**src/hdl/psm_pkg.sv**
```systemverilog
package psm_pkg;

    // ==========================================================
    // Timing
    // ==========================================================
    localparam int CLK_HZ = 40000000;
    localparam int SEQ_DELAY_US = 5000;
    localparam int SEQ_DELAY_CYC = SEQ_DELAY_US * (CLK_HZ / 1000000);
    localparam int SLOW_BLINK_MHZ = 500;
    localparam int FAST_BLINK_MHZ = 5000;
    // Half period in cycles: clk / (2 * f)
    localparam int SLOW_HALF_CYC = (CLK_HZ / (2 * SLOW_BLINK_MHZ)) * 1000;
    localparam int FAST_HALF_CYC = (CLK_HZ / (2 * FAST_BLINK_MHZ)) * 1000;
    localparam int CNT_W = 26;

    // ==========================================================
    // Reset values
    // ==========================================================
    localparam logic RST_LAMP = 1'b0;
    localparam logic RST_REBOOT_N = 1'b0;

    // ==========================================================
    // Types
    // ==========================================================
    typedef enum logic [2:0] {
        PSM_OFF,
        PSM_UP_REGS,
        PSM_UP_WAIT,
        PSM_ON,
        PSM_DN_WAIT
    } psm_state_t;

    // Battery status inputs
    typedef struct packed {
        logic battery_present_n;
        logic charge_rate_flag;
        logic mains_relay_energized;
        logic input_power_present;
    } psm_batt_t;

    // Regulator enables
    typedef struct packed {
        logic logic_rail_on;
        logic core_on;
        logic memory_on;
    } psm_regs_t;

endpackage : psm_pkg

```
**src/hdl/psm_sync.sv**
```systemverilog
`timescale 1ns/1ps
`default_nettype none
module psm_sync #(
    parameter int W = 1
) (
    // Clock and reset
    input wire logic clk,
    input wire logic rst_n,
    // Data
    input wire logic [W-1:0] d,
    output logic [W-1:0] q
);
    logic [W-1:0] meta_reg;

    // ==========================================================
    // Two-flop synchroniser
    // ==========================================================
    always_ff @(posedge clk or negedge rst_n) begin
        if (!rst_n) begin
            meta_reg <= '0;
            q <= '0;
        end else begin
            meta_reg <= d;
            q <= meta_reg;
        end
    end
endmodule : psm_sync
`default_nettype wire

```
**src/hdl/psm_top.sv**
```systemverilog
// Function
// Drive line-fail and supply-fail open-drain lines
// Input power loss starts power-down
// Line-fail first, supply-fail 5 ms later
// After supply-fail, shut logic and core regulators
// Releasing local power request starts power-down
// Standby keeps memory regulator running
// Off mode shuts memory regulator too
// Remote controller requests power when no switch
// Grounded standby select makes remote-down standby
// Battery enable high keeps lamp dark
// Charging below 90 percent: blink 0.5 Hz
// Discharging: blink 5 Hz
// Above 90 percent charged: lamp steady on
// Variant one: both qualifiers low, lamp off
// Variant two: power-present replaces relay qualifier
// Variant two: lamp follows oscillator, held high
// Reboot request while memory rail low
// Processor reboots when request seen
// Release reboot request with line-fail release
// Output line-frequency tick following mains
// Power-up reverses the power-down order
// Delays and blink rates counted in clocks
`timescale 1ns/1ps
`default_nettype none
module psm_top (
    // Clock and reset
    input wire logic REF_CLK,
    input wire logic RST_N,
    // Power inputs from comparators and switches
    input wire logic INPUT_POWER_GOOD,
    input wire logic LOCAL_POWER_ON_REQUEST,
    input wire logic REMOTE_POWER_REQUEST,
    input wire logic SWITCH_FITTED,
    input wire logic KEEP_MEMORY_POWERED_SELECT,
    input wire logic MEMORY_SUPPLY_RAIL_LOW,
    input wire logic MAINS_PHASE,
    // Battery monitor inputs
    input wire psm_pkg::psm_batt_t BATT,
    input wire logic LAMP_VARIANT_TWO,
    // Open-drain bus lines
    input wire logic LINE_FAIL_WARNING_N_IN,
    output logic LINE_FAIL_WARNING_N_OUT,
    output logic LINE_FAIL_WARNING_N_OE,
    input wire logic SUPPLY_FAIL_N_IN,
    output logic SUPPLY_FAIL_N_OUT,
    output logic SUPPLY_FAIL_N_OE,
    // Regulators and status
    output psm_pkg::psm_regs_t REGS,
    output logic LINE_FAIL_DRIVE,
    output logic REBOOT_REQUEST_N,
    output logic STATUS_LAMP,
    output logic LINE_FREQUENCY_TICK
);
    // ==========================================================
    // Input synchronisation
    // ==========================================================
    localparam int NSYNC = 11;
    logic [NSYNC-1:0] raw_in;
    logic [NSYNC-1:0] syn;
    logic pgood;
    logic local_req;
    logic remote_req;
    logic sw_fit;
    logic keep_memory_powered_select_gnd;
    logic mem_low;
    logic mains;
    psm_pkg::psm_batt_t batt;
    logic variant2;

    assign raw_in = {INPUT_POWER_GOOD, LOCAL_POWER_ON_REQUEST, REMOTE_POWER_REQUEST,
                     SWITCH_FITTED, KEEP_MEMORY_POWERED_SELECT, MEMORY_SUPPLY_RAIL_LOW,
                     MAINS_PHASE, BATT};

    psm_sync #(.W(NSYNC)) u_sync (
        .clk(REF_CLK),
        .rst_n(RST_N),
        .d(raw_in),
        .q(syn)
    );

    assign {pgood, local_req, remote_req, sw_fit, keep_memory_powered_select_gnd, mem_low, mains, batt} = syn;
    assign variant2 = LAMP_VARIANT_TWO;

    // ==========================================================
    // Sequencer
    // ==========================================================
    psm_pkg::psm_state_t state_reg;
    logic [psm_pkg::CNT_W-1:0] seq_cnt_reg;
    psm_pkg::psm_state_t prev_state_reg;
    logic want_on;
    logic standby;
    logic seq_done;

    // Power request: switch, else remote controller
    assign want_on = pgood && (sw_fit ? local_req : remote_req);
    // Standby for any power-down in remote mode with select grounded
    assign standby = !sw_fit && !keep_memory_powered_select_gnd;
    // Stale count from the previous state is ignored for one cycle
    assign seq_done = (prev_state_reg == state_reg)
                   && (seq_cnt_reg == psm_pkg::CNT_W'(psm_pkg::SEQ_DELAY_CYC - 1));

    // State machine
    always_ff @(posedge REF_CLK or negedge RST_N) begin
        if (!RST_N) begin
            state_reg <= psm_pkg::PSM_OFF;
        end else begin
            unique case (state_reg)
                psm_pkg::PSM_OFF: begin
                    if (want_on) begin
                        state_reg <= psm_pkg::PSM_UP_REGS;
                    end
                end
                psm_pkg::PSM_UP_REGS: begin
                    state_reg <= want_on ? psm_pkg::PSM_UP_WAIT : psm_pkg::PSM_OFF;
                end
                psm_pkg::PSM_UP_WAIT: begin
                    if (!want_on) begin
                        state_reg <= psm_pkg::PSM_DN_WAIT;
                    end else if (seq_done) begin
                        state_reg <= psm_pkg::PSM_ON;
                    end
                end
                psm_pkg::PSM_ON: begin
                    if (!want_on) begin
                        state_reg <= psm_pkg::PSM_DN_WAIT;
                    end
                end
                psm_pkg::PSM_DN_WAIT: begin
                    if (seq_done) begin
                        state_reg <= psm_pkg::PSM_OFF;
                    end
                end
                default: state_reg <= psm_pkg::PSM_OFF;
            endcase
        end
    end

    // Delay counter, cleared on every state change
    always_ff @(posedge REF_CLK or negedge RST_N) begin
        if (!RST_N) begin
            seq_cnt_reg <= '0;
            prev_state_reg <= psm_pkg::PSM_OFF;
        end else begin
            prev_state_reg <= state_reg;
            if (prev_state_reg != state_reg || seq_done) begin
                seq_cnt_reg <= '0;
            end else begin
                seq_cnt_reg <= seq_cnt_reg + 1'b1;
            end
        end
    end

    // Line drivers and regulator enables
    always_ff @(posedge REF_CLK or negedge RST_N) begin
        if (!RST_N) begin
            LINE_FAIL_WARNING_N_OE <= 1'b1;
            SUPPLY_FAIL_N_OE <= 1'b1;
            LINE_FAIL_DRIVE <= 1'b1;
            REGS <= '0;
        end else begin
            // Warning asserted except when fully on
            LINE_FAIL_WARNING_N_OE <= (state_reg != psm_pkg::PSM_ON);
            LINE_FAIL_DRIVE <= (state_reg != psm_pkg::PSM_ON);
            // Supply-fail asserted in off and first up step
            SUPPLY_FAIL_N_OE <= (state_reg == psm_pkg::PSM_OFF)
                             || (state_reg == psm_pkg::PSM_UP_REGS);
            // Regulators off only once fully down
            REGS.logic_rail_on <= (state_reg != psm_pkg::PSM_OFF);
            REGS.core_on <= (state_reg != psm_pkg::PSM_OFF);
            REGS.memory_on <= (state_reg != psm_pkg::PSM_OFF)
                           || (standby && REGS.memory_on);
        end
    end

    // Open-drain lines only ever pull low
    assign LINE_FAIL_WARNING_N_OUT = 1'b0;
    assign SUPPLY_FAIL_N_OUT = 1'b0;

    // ==========================================================
    // Reboot request and line tick
    // ==========================================================
    always_ff @(posedge REF_CLK or negedge RST_N) begin
        if (!RST_N) begin
            REBOOT_REQUEST_N <= psm_pkg::RST_REBOOT_N;
            LINE_FREQUENCY_TICK <= 1'b0;
        end else begin
            if (mem_low) begin
                REBOOT_REQUEST_N <= 1'b0;
            end else if (state_reg == psm_pkg::PSM_ON && LINE_FAIL_WARNING_N_OE) begin
                // Only on the edge that releases the warning line
                REBOOT_REQUEST_N <= 1'b1;
            end
            LINE_FREQUENCY_TICK <= mains;
        end
    end

    // ==========================================================
    // Battery lamp
    // ==========================================================
    logic [psm_pkg::CNT_W-1:0] slow_cnt_reg;
    logic [psm_pkg::CNT_W-1:0] fast_cnt_reg;
    logic slow_osc_reg;
    logic fast_osc_reg;
    logic qual;
    logic lamp_next;

    // Blink oscillators
    always_ff @(posedge REF_CLK or negedge RST_N) begin
        if (!RST_N) begin
            slow_cnt_reg <= '0;
            fast_cnt_reg <= '0;
            slow_osc_reg <= 1'b0;
            fast_osc_reg <= 1'b0;
        end else begin
            if (slow_cnt_reg == psm_pkg::CNT_W'(psm_pkg::SLOW_HALF_CYC - 1)) begin
                slow_cnt_reg <= '0;
                slow_osc_reg <= !slow_osc_reg;
            end else begin
                slow_cnt_reg <= slow_cnt_reg + 1'b1;
            end
            if (fast_cnt_reg == psm_pkg::CNT_W'(psm_pkg::FAST_HALF_CYC - 1)) begin
                fast_cnt_reg <= '0;
                fast_osc_reg <= !fast_osc_reg;
            end else begin
                fast_cnt_reg <= fast_cnt_reg + 1'b1;
            end
        end
    end

    // Second qualifier per variant
    assign qual = variant2 ? batt.input_power_present : batt.mains_relay_energized;

    // Lamp mapping
    always_comb begin
        lamp_next = 1'b0;
        if (!batt.battery_present_n) begin
            unique case ({batt.charge_rate_flag, qual})
                2'b01: lamp_next = slow_osc_reg;
                2'b10: lamp_next = fast_osc_reg;
                2'b11: lamp_next = 1'b1;
                2'b00: lamp_next = variant2;
            endcase
        end
    end

    always_ff @(posedge REF_CLK or negedge RST_N) begin
        if (!RST_N) begin
            STATUS_LAMP <= psm_pkg::RST_LAMP;
        end else begin
            STATUS_LAMP <= lamp_next;
        end
    end

    // ==========================================================
    // Checks
    // ==========================================================
    chk_lamp_dark: assert property (@(posedge REF_CLK) disable iff (!RST_N)
        batt.battery_present_n |=> !STATUS_LAMP)
        else $error("lamp lit with battery enable high");
    chk_lamp_steady: assert property (@(posedge REF_CLK) disable iff (!RST_N)
        (!batt.battery_present_n && batt.charge_rate_flag && qual) |=> STATUS_LAMP)
        else $error("lamp not steady when charged");
    chk_fail_order: assert property (@(posedge REF_CLK) disable iff (!RST_N)
        $rose(SUPPLY_FAIL_N_OE) |-> LINE_FAIL_WARNING_N_OE && $past(LINE_FAIL_WARNING_N_OE))
        else $error("supply-fail before line-fail");
    chk_regs_after: assert property (@(posedge REF_CLK) disable iff (!RST_N)
        $fell(REGS.core_on) |-> SUPPLY_FAIL_N_OE)
        else $error("regulators off before supply-fail");
    chk_down_start: assert property (@(posedge REF_CLK) disable iff (!RST_N)
        (state_reg == psm_pkg::PSM_ON && !want_on) |=> ##1 LINE_FAIL_WARNING_N_OE)
        else $error("power-down not started");
    chk_reboot_low: assert property (@(posedge REF_CLK) disable iff (!RST_N)
        mem_low |=> !REBOOT_REQUEST_N)
        else $error("reboot request not asserted");
    chk_reboot_rel: assert property (@(posedge REF_CLK) disable iff (!RST_N)
        $rose(REBOOT_REQUEST_N) |-> $fell(LINE_FAIL_WARNING_N_OE))
        else $error("reboot released apart from line-fail");
    chk_mem_off: assert property (@(posedge REF_CLK) disable iff (!RST_N)
        ($fell(REGS.core_on) && !standby) |-> !REGS.memory_on)
        else $error("memory regulator left on in off mode");
    chk_tick: assert property (@(posedge REF_CLK) disable iff (!RST_N)
        LINE_FREQUENCY_TICK == $past(mains))
        else $error("tick does not follow mains");
endmodule : psm_top
`default_nettype wire

```
**config.mk**
```make
export PLATFORM = sky130hd
export DESIGN_NAME = psm_top
export DESIGN_NICKNAME = d
export VERILOG_FILES = /design/src/hdl/psm_pkg.sv /design/src/hdl/psm_sync.sv /design/src/hdl/psm_top.sv
export SDC_FILE = /design/constraint.sdc
export NUM_CORES = 1
export LEC_CHECK = 0
export ABC_CLOCK_PERIOD_IN_PS = 5500
export BUFFER_PORTS_ARGS = -buffer_cell sky130_fd_sc_hd__buf_2
export CAP_MARGIN = 20
export CORE_UTILIZATION = 30
export CTS_BUF_LIST = sky130_fd_sc_hd__clkbuf_4
export CTS_CLUSTER_DIAMETER = 30
export DETAILED_ROUTE_END_ITERATION = 7
export HOLD_SLACK_MARGIN = 0.05
export PLACE_DENSITY_LB_ADDON = 0.15
export SLEW_MARGIN = 5
export SYNTH_ARGS = -nofsm -noshare
export SYNTH_HDL_FRONTEND = slang
export SYNTH_SLANG_ARGS = --single-unit
export TNS_END_PERCENT = 5
```
**constraint.sdc**
```tcl
create_clock -name REF_CLK -period 5.5 [get_ports REF_CLK]
set_input_delay 0.825 -clock REF_CLK [delete_from_list [all_inputs] [get_ports REF_CLK]]
set_output_delay 0.825 -clock REF_CLK [all_outputs]
set_load 0.005 [all_outputs]
```
==> metrics.md, run 1 <==
| Metric | Value |
|---|---|
| Mean number of vias per cell | `4.856` |
| Antenna cells | `0` |
| Crit-path cells | `ha_1 > and2_1 > nand4_1 > nor3_1 > buf_4 > xnor2_1` |
| Final std cells w/o fill | `717` |
| Pwr Density | `280.7 nW/um2` |
| Total CTS buffers | `17` |
| Fin crit share | `0.4095` |
| Min-delay worst type | `flip-flop to flip-flop` |
| Fin util | `0.3450` |
| Register area share after synthesis | `0.5739` |
| Req. time, crit path | `5.95 ns` |
| Die height | `131.3 um` |
| Post-DP HPWL | `6234 um` |
| Clk sink count | `115` |
| Fmax | `0.4440 GHz` |
| PnR worst setup slack | `3.248 ns` |
| DRT Pass-1 Iters | `4` |
| Post-CTS Setup Repair Bufs | `0` |
| Static leakage | `between 2 and 2.5 nW` |
| Critical Path Slowest Stage Cell | `nor3_1` |
| Worst setup SP type | `flip-flop` |
| Post-CTS sizing | `0` |
| Antenna violations before repair | `0` |
| Drt total wl | `9627 um` |
| Share of post-route cells with drive strength above 1 | `0.1238` |
| Mean post-synth cell area | `10.89 um2` |
| Fill count | `1649` |
| PortBufs | `22` |
| Crit path time final | `2.252 ns` |
| H-tree levels | `4` |
| Setup CP Type | `flip-flop to flip-flop` |
| Status | `finished, final reports clean` |
| Yosys cell types | `46` |
| Mapped Area | `5019 um2` |
| Worst slew margin | `0.4130` |
| Final Slew Violations | `0` |
| Worst skew pair latency | `0.52 ns` |
| CTS root buffer | `clkbuf_4` |
| Max IR drop VDD | `between 0.00015 and 0.0002 V` |
| Overflow after GRT | `0` |
| Syn Inst Count | `461` |
| Slowest stage delay, CP | `0.69 ns` |
| Core area | `16120 um2` |
| Final setup viols | `0` |
| CP endpoint kind | `flip-flop` |
| CP Max Fanout | `6` |
| Crit path DAT | `2.70 ns` |
| All-layer global routing usage | `0.1201` |
| Flops & latches, synth | `115` |
| Post-DP Area | `5339 um2` |
| CTS tree | `built` |
| Wire length of the first global-routing pass | `between 15000 and 20000 um` |
| Clock transition at path regs | `0.10 ns` |
| Die span in x | `around 130 um` |
| Final Hold Fails | `0` |
| GPL Wtd Cong | `0.7363` |
| Routed WL per cell | `between 10 and 15 um` |
| Vias in the first global route | `3320` |
| Ports | `27` |
| Post-route setup TNS | `0 ns` |
| Hold_buf cts | `0` |
| Inst Count DP | `a little under 700` |
| Final #Nets | `508` |
| Commonest non-fill, non-tap cell in the layout | `dfrtp_1` |
| Post-route cell area | `5560 um2` |
| Hold WS | `about 0.35 ns` |
| Vias | `3482` |
| Yosys warns | `0` |
| Die Area | `17250 um2` |
| Antenna Nets Post-Route | `0` |
| Design Power | `1.561 mW` |
| # rows | `46` |
| Commonest non-fill, non-tap cells in the layout | `dfrtp_1 (113), nor2_1 (40), nand3_1 (33)` |
| Iteration-0 DRC Markers | `167` |
| Clock skew | `0.01961 ns` |
| Clk buf depth | `2` |
| Initial Utilization | `0.3114` |
| Area grow syn2layout | `10.80%` |
| Max-cap viol count | `0` |
| Drc violations | `0` |
| Largest net degree at the start of global routing | `69` |
| Unrepaired setup endpoints after global routing | `no` |
| Worst slew pin tran | `0.8804 ns` |
| Pre-CTS setup slack | `around 3.3 ns` |
==> Yosys cell counts (all sizes together) <==
master / n / area share
or2: 1 / 0.0012
or3: 15 / 0.019
nor4bb: 1 / 0.0020
o21ai: 14 / 0.014
nor4b: 4 / 0.0070
xnor2: 22 / 0.038
a21bo: 1 / 0.0020
o2bb2ai: 1 / 0.0017
dfrtp: 113 / 0.56
and2: 5 / 0.0062
inv: 11 / 0.0082
o41ai: 1 / 0.0017
nand2: 24 / 0.018
a311oi: 1 / 0.0017
mux2: 1 / 0.0022
nand4b: 1 / 0.0017
nand3: 34 / 0.035
ha: 3 / 0.0075
xor2: 30 / 0.052
o221ai: 1 / 0.0017
buf: 12 / 0.014
and3: 13 / 0.016
a21o: 1 / 0.0015
and4: 10 / 0.018
nor2b: 5 / 0.0062
nand4: 22 / 0.030
conb: 1 / 0.00075
o31ai: 9 / 0.013
o21bai: 2 / 0.0030
a211oi: 1 / 0.0015
o22a: 1 / 0.0017
a21oi: 24 / 0.024
or4: 11 / 0.018
clkbuf: 5 / 0.0037
nor2: 40 / 0.030
nor4: 8 / 0.011
or4b: 2 / 0.0040
dfstp: 2 / 0.010
nor3: 8 / 0.0080
==> kinds of logic after synthesis <==
family / after synthesis / synth area share
flops: 115 / 0.5739
buf+inv: 28 / 0.02593
mux: 1 / 0.002244
compound gates: 57 / 0.06807
fa+ha+maj: 3 / 0.007480
xor+xnor: 52 / 0.09075
other cells: 1 / 0.0007472
simple gates: 204 / 0.2309
==> report_power, final <==
group	internal, mW	leakage (nW)	switching (mW)	total, mW
clock network	0.224	0.129	0.297	0.521
logic	0.0436	0.733	0.0870	0.131
registers	0.883	1.51	0.0265	0.909
total	1.15	2.37	0.411	1.56
==> per-layer routing <==
layer / track usage / up-vias / routed length [um]
met5: 0 / - / 0
met1: 0.1570 / 1710 / 4813
met4: 0.05039 / 0 / 143
met2: 0.1797 / 46 / 4342
li1: - / 1714 / -
met3: 0.04205 / 12 / 328
==> layout make-up <==
type | instances | area [um2] | share of cell area
Sequential cell | 115 | 2880 | 0.5180
Multi-Input combinational cell | 319 | 2012 | 0.3618
Tap cell | 216 | 270.3 | 0.04860
Clock buffer | 20 | 150.1 | 0.02700
Timing Repair Buffer | 25 | 135.1 | 0.02430
Clock inverter | 11 | 71.32 | 0.01283
Inverter | 11 | 41.29 | 0.007426
==> worst max-delay path: cells and delay by family, from the launching register on <==
kind,cells,cell delay (ns)
flops,1,0.42
simple gates,3,1.14
fa+ha+maj,1,0.23
buf+inv,1,0.28
xor+xnor,1,0.12
==> worst paths after layout <==
check	from	to	slack, ns	cells past startpoint
worst min register to register	u_sync.meta_reg[4]$_DFF_PN0_	u_sync.q[4]$_DFF_PN0_	0.35	0
worst max register to register	fast_cnt_reg[0]$_DFF_PN0_	fast_osc_reg$_DFFE_PN0N_	3.25	6
worst max-delay path	fast_cnt_reg[0]$_DFF_PN0_	fast_osc_reg$_DFFE_PN0N_	3.25	6
min in group asynchronous	RST_N	seq_cnt_reg[25]$_DFF_PN0_	0.41	1
worst min-delay path	u_sync.meta_reg[4]$_DFF_PN0_	u_sync.q[4]$_DFF_PN0_	0.35	0
max in group asynchronous	RST_N	seq_cnt_reg[6]$_DFF_PN0_	3.96	2
No activity file was read; power rests on OpenSTA's default activity.
==> run 2, diff against run 1 <==
--- a/config.mk
+++ b/config.mk
@@ -5,7 +5,7 @@
 export SDC_FILE = /design/constraint.sdc
 export NUM_CORES = 1
 export LEC_CHECK = 0
-export ABC_CLOCK_PERIOD_IN_PS = 5500
+export ABC_CLOCK_PERIOD_IN_PS = 2080
 export BUFFER_PORTS_ARGS = -buffer_cell sky130_fd_sc_hd__buf_2
 export CAP_MARGIN = 20
 export CORE_UTILIZATION = 30
==> constraint.sdc (replaced) <==
create_clock -name REF_CLK -period 2.08 [get_ports REF_CLK]
set_input_delay 0.312 -clock REF_CLK [delete_from_list [all_inputs] [get_ports REF_CLK]]
set_output_delay 0.312 -clock REF_CLK [all_outputs]
set_load 0.005 [all_outputs]
==> metrics.md, run 2 (synthesis results as in run 1) <==
| Metric | Value |
|---|---|
| CTS root buffer | `clkbuf_4 (unchanged)` |
| Static leakage | `2.557 nW (was 2.371 nW)` |
| Post-DP HPWL | `6508 um (was 6234 um)` |
| Worst slew margin | `0.6057 (was 0.4130)` |
| DRT Pass-1 Iters | `5 (was 4)` |
| # rows | `46 (unchanged)` |
| Worst setup startpoint | `slow_cnt_reg[2]$_DFF_PN0_ (was fast_cnt_reg[0]$_DFF_PN0_)` |
| CTS tree | `built (unchanged)` |
| Critical R2R Capture | `slow_cnt_reg[23]$_DFF_PN0_ (was fast_osc_reg$_DFFE_PN0N_)` |
| Antenna Nets Post-Route | `0 (unchanged)` |
| CP Max Fanout | `7 (was 6)` |
| Met3 wire len | `357 um (was 328 um)` |
| Critical hold path startpoint | `LAMP_VARIANT_TWO (was u_sync.meta_reg[4]$_DFF_PN0_)` |
| Metal2 WL | `4244 um (was 4342 um)` |
| Area grow syn2layout | `17.83% (was 10.80%)` |
| Post-DP Area | `5484 um2 (was 5339 um2)` |
| Unrepaired setup endpoints after global routing | `no (unchanged)` |
| Commonest non-fill, non-tap cells in the layout | `dfrtp_1 (113), nor2_1 (40), nand3_1 (33) (unchanged)` |
| Clk buf depth | `2 (unchanged)` |
| Die Area | `17250 um2 (unchanged)` |
| CP endpoint kind | `flip-flop (unchanged)` |
| Antenna cells | `0 (unchanged)` |
| Largest net degree at the start of global routing | `44 (was 69)` |
| Reg2reg path depth | `4 (was 6)` |
| Design Power | `4.623 mW (was 1.561 mW)` |
| Pwr Density | `781.8 nW/um2 (was 280.7 nW/um2)` |
| All-layer global routing usage | `0.1256 (was 0.1201)` |
| Die height | `131.3 um (unchanged)` |
| Final Slew Violations | `0 (unchanged)` |
| GPL Wtd Cong | `0.7858 (was 0.7363)` |
| Routed WL per cell | `12.84 um (was 13.43 um)` |
| Req. time, crit path | `2.48 ns (was 5.95 ns)` |
| Vias in the first global route | `3589 (was 3320)` |
| Fin util | `0.3669 (was 0.3450)` |
| Final setup viols | `0 (unchanged)` |
| Core area | `16120 um2 (unchanged)` |
| WL met1 | `4858 um (was 4813 um)` |
| Inst Count DP | `702 (was 686)` |
| Crit path time final | `1.856 ns (was 2.252 ns)` |
| Drc violations | `0 (unchanged)` |
| Min-delay worst type | `primary input to flip-flop (was flip-flop to flip-flop)` |
| Max-cap viol count | `0 (unchanged)` |
| Final std cells w/o fill | `746 (was 717)` |
| Wire length of the first global-routing pass | `17280 um (was 16370 um)` |
| Clock transition at path regs | `0.11 ns (was 0.10 ns)` |
| R2R Path Start | `slow_cnt_reg[2]$_DFF_PN0_ (was fast_cnt_reg[0]$_DFF_PN0_)` |
| Fmax | `0.5387 GHz (was 0.4440 GHz)` |
| Clock skew | `0.01480 ns (was 0.01961 ns)` |
| Status | `finished, final reports clean (unchanged)` |
| H-tree levels | `4 (unchanged)` |
| Worst hold path cell count | `3 (was 0)` |
| Vias | `3511 (was 3482)` |
| Setup CP Type | `flip-flop to flip-flop (unchanged)` |
| Total CTS buffers | `17 (unchanged)` |
| Max IR drop VDD | `0.0004153 V (was 0.0001899 V)` |
| Mean number of vias per cell | `4.706 (was 4.856)` |
| Top Layer Used | `met4 (unchanged)` |
| Post-route cell area | `5913 um2 (was 5560 um2)` |
| Fin crit share | `0.8925 (was 0.4095)` |
| Antenna violations before repair | `0 (unchanged)` |
| FF-to-FF setup slack | `0.22 ns (was 3.25 ns)` |
| Post-route setup TNS | `0 ns (unchanged)` |
| Initial Utilization | `0.3114 (unchanged)` |
| Worst skew pair latency | `0.52 ns (about the same)` |
| Hold-critical path endpoint | `STATUS_LAMP$_DFF_PN0_ (was u_sync.q[4]$_DFF_PN0_)` |
| PortBufs | `22 (unchanged)` |
| Drt total wl | `9581 um (was 9627 um)` |
| Ports | `27 (unchanged)` |
| Iteration-0 DRC Markers | `152 (was 167)` |
| Post-CTS Setup Repair Bufs | `0 (unchanged)` |
| Overflow after GRT | `0 (unchanged)` |
| Worst setup SP type | `flip-flop (unchanged)` |
| Final #Nets | `536 (was 508)` |
| Die span in x | `131.3 um (unchanged)` |
| Share of post-route cells with drive strength above 1 | `0.1585 (was 0.1238)` |
| Commonest non-fill, non-tap cell in the layout | `dfrtp_1 (unchanged)` |
| Clk sink count | `115 (unchanged)` |
| Crit path DAT | `2.26 ns (was 2.70 ns)` |
| Final Hold Fails | `0 (unchanged)` |
| Worst slew pin tran | `0.5914 ns (was 0.8804 ns)` |
## run 2: changes by cell type in the layout (fill, tap and decap cells not counted), moves of 2 or more
| cell | previous run | this run |
|---|---|---|
| buf_4 | 4 | 18 |
| dlygate4sd3_1 | 0 | 12 |
| clkinv_1 | 7 | 2 |
| bufinv_16 | 1 | 4 |
| clkinv_2 | 3 | 6 |
| buf_12 | 0 | 2 |
## run 2: final cells by class
| class | instances | area, um2 |
|---|---|---|
| tap | 216 | 270.3 |
| inverter | 11 | 41.29 |
| fill | 1644 | 10200 |
| clock buffer | 19 | 142.6 |
| multi-input combinational | 319 | 2012 |
| clock inverter | 13 | 166.4 |
| timing repair buffer | 53 | 400.4 |
| sequential | 115 | 2880 |
## run 2: worst max path at each step
stage | end | slack [ns] | cells past startpoint
after detailed placement | slow_cnt_reg[23]$_DFF_PN0_ | 0.23 | 4
after global routing | fast_osc_reg$_DFFE_PN0N_ | 0.04 | 6
final | slow_cnt_reg[23]$_DFF_PN0_ | 0.22 | 4
after floorplan | seq_cnt_reg[10]$_DFF_PN0_ | 0.28 | 8
after global placement | fast_osc_reg$_DFFE_PN0N_ | 0.24 | 6
after CTS | fast_osc_reg$_DFFE_PN0N_ | 0.21 | 6
## run 2: stage by stage
step / hold WS [ns] / worst slack [ns]
after floorplan: 0.01641 / 0.2839
after global placement: 0.3351 / 0.2372
after detailed placement: 0.3393 / 0.2309
after CTS: 0.1496 / 0.2082
after global routing: 0.1520 / 0.03845
final: 0.2009 / 0.2237
## run 2: timing repair
item,in CTS,in global routing
hold buffers,12,0
hold endpoints to repair,49,0
gates resized for setup,0,0
## run 2: per-layer routing
metal	vias to the layer above	track usage
met3	10	0.04437
met5	-	0
met1	1687	0.1669
met2	49	0.1882
met4	0	0.04457
li1	1765	-
## run 2: critical path, stage by stage (launching register included)
cell and delay, ns:
dfrtp_1 0.46, nand4_2 0.17, or4_4 0.61, or3_1 0.38, xnor2_1 0.13
## run 2: where the power goes
| part | leakage, nW | switching [mW] | internal [mW] |
|---|---|---|---|
| sequential | 1.51 | 0.0671 | 2.33 |
| clock | 0.175 | 0.825 | 0.962 |
| combinational | 0.874 | 0.246 | 0.189 |
| total | 2.56 | 1.14 | 3.48 |
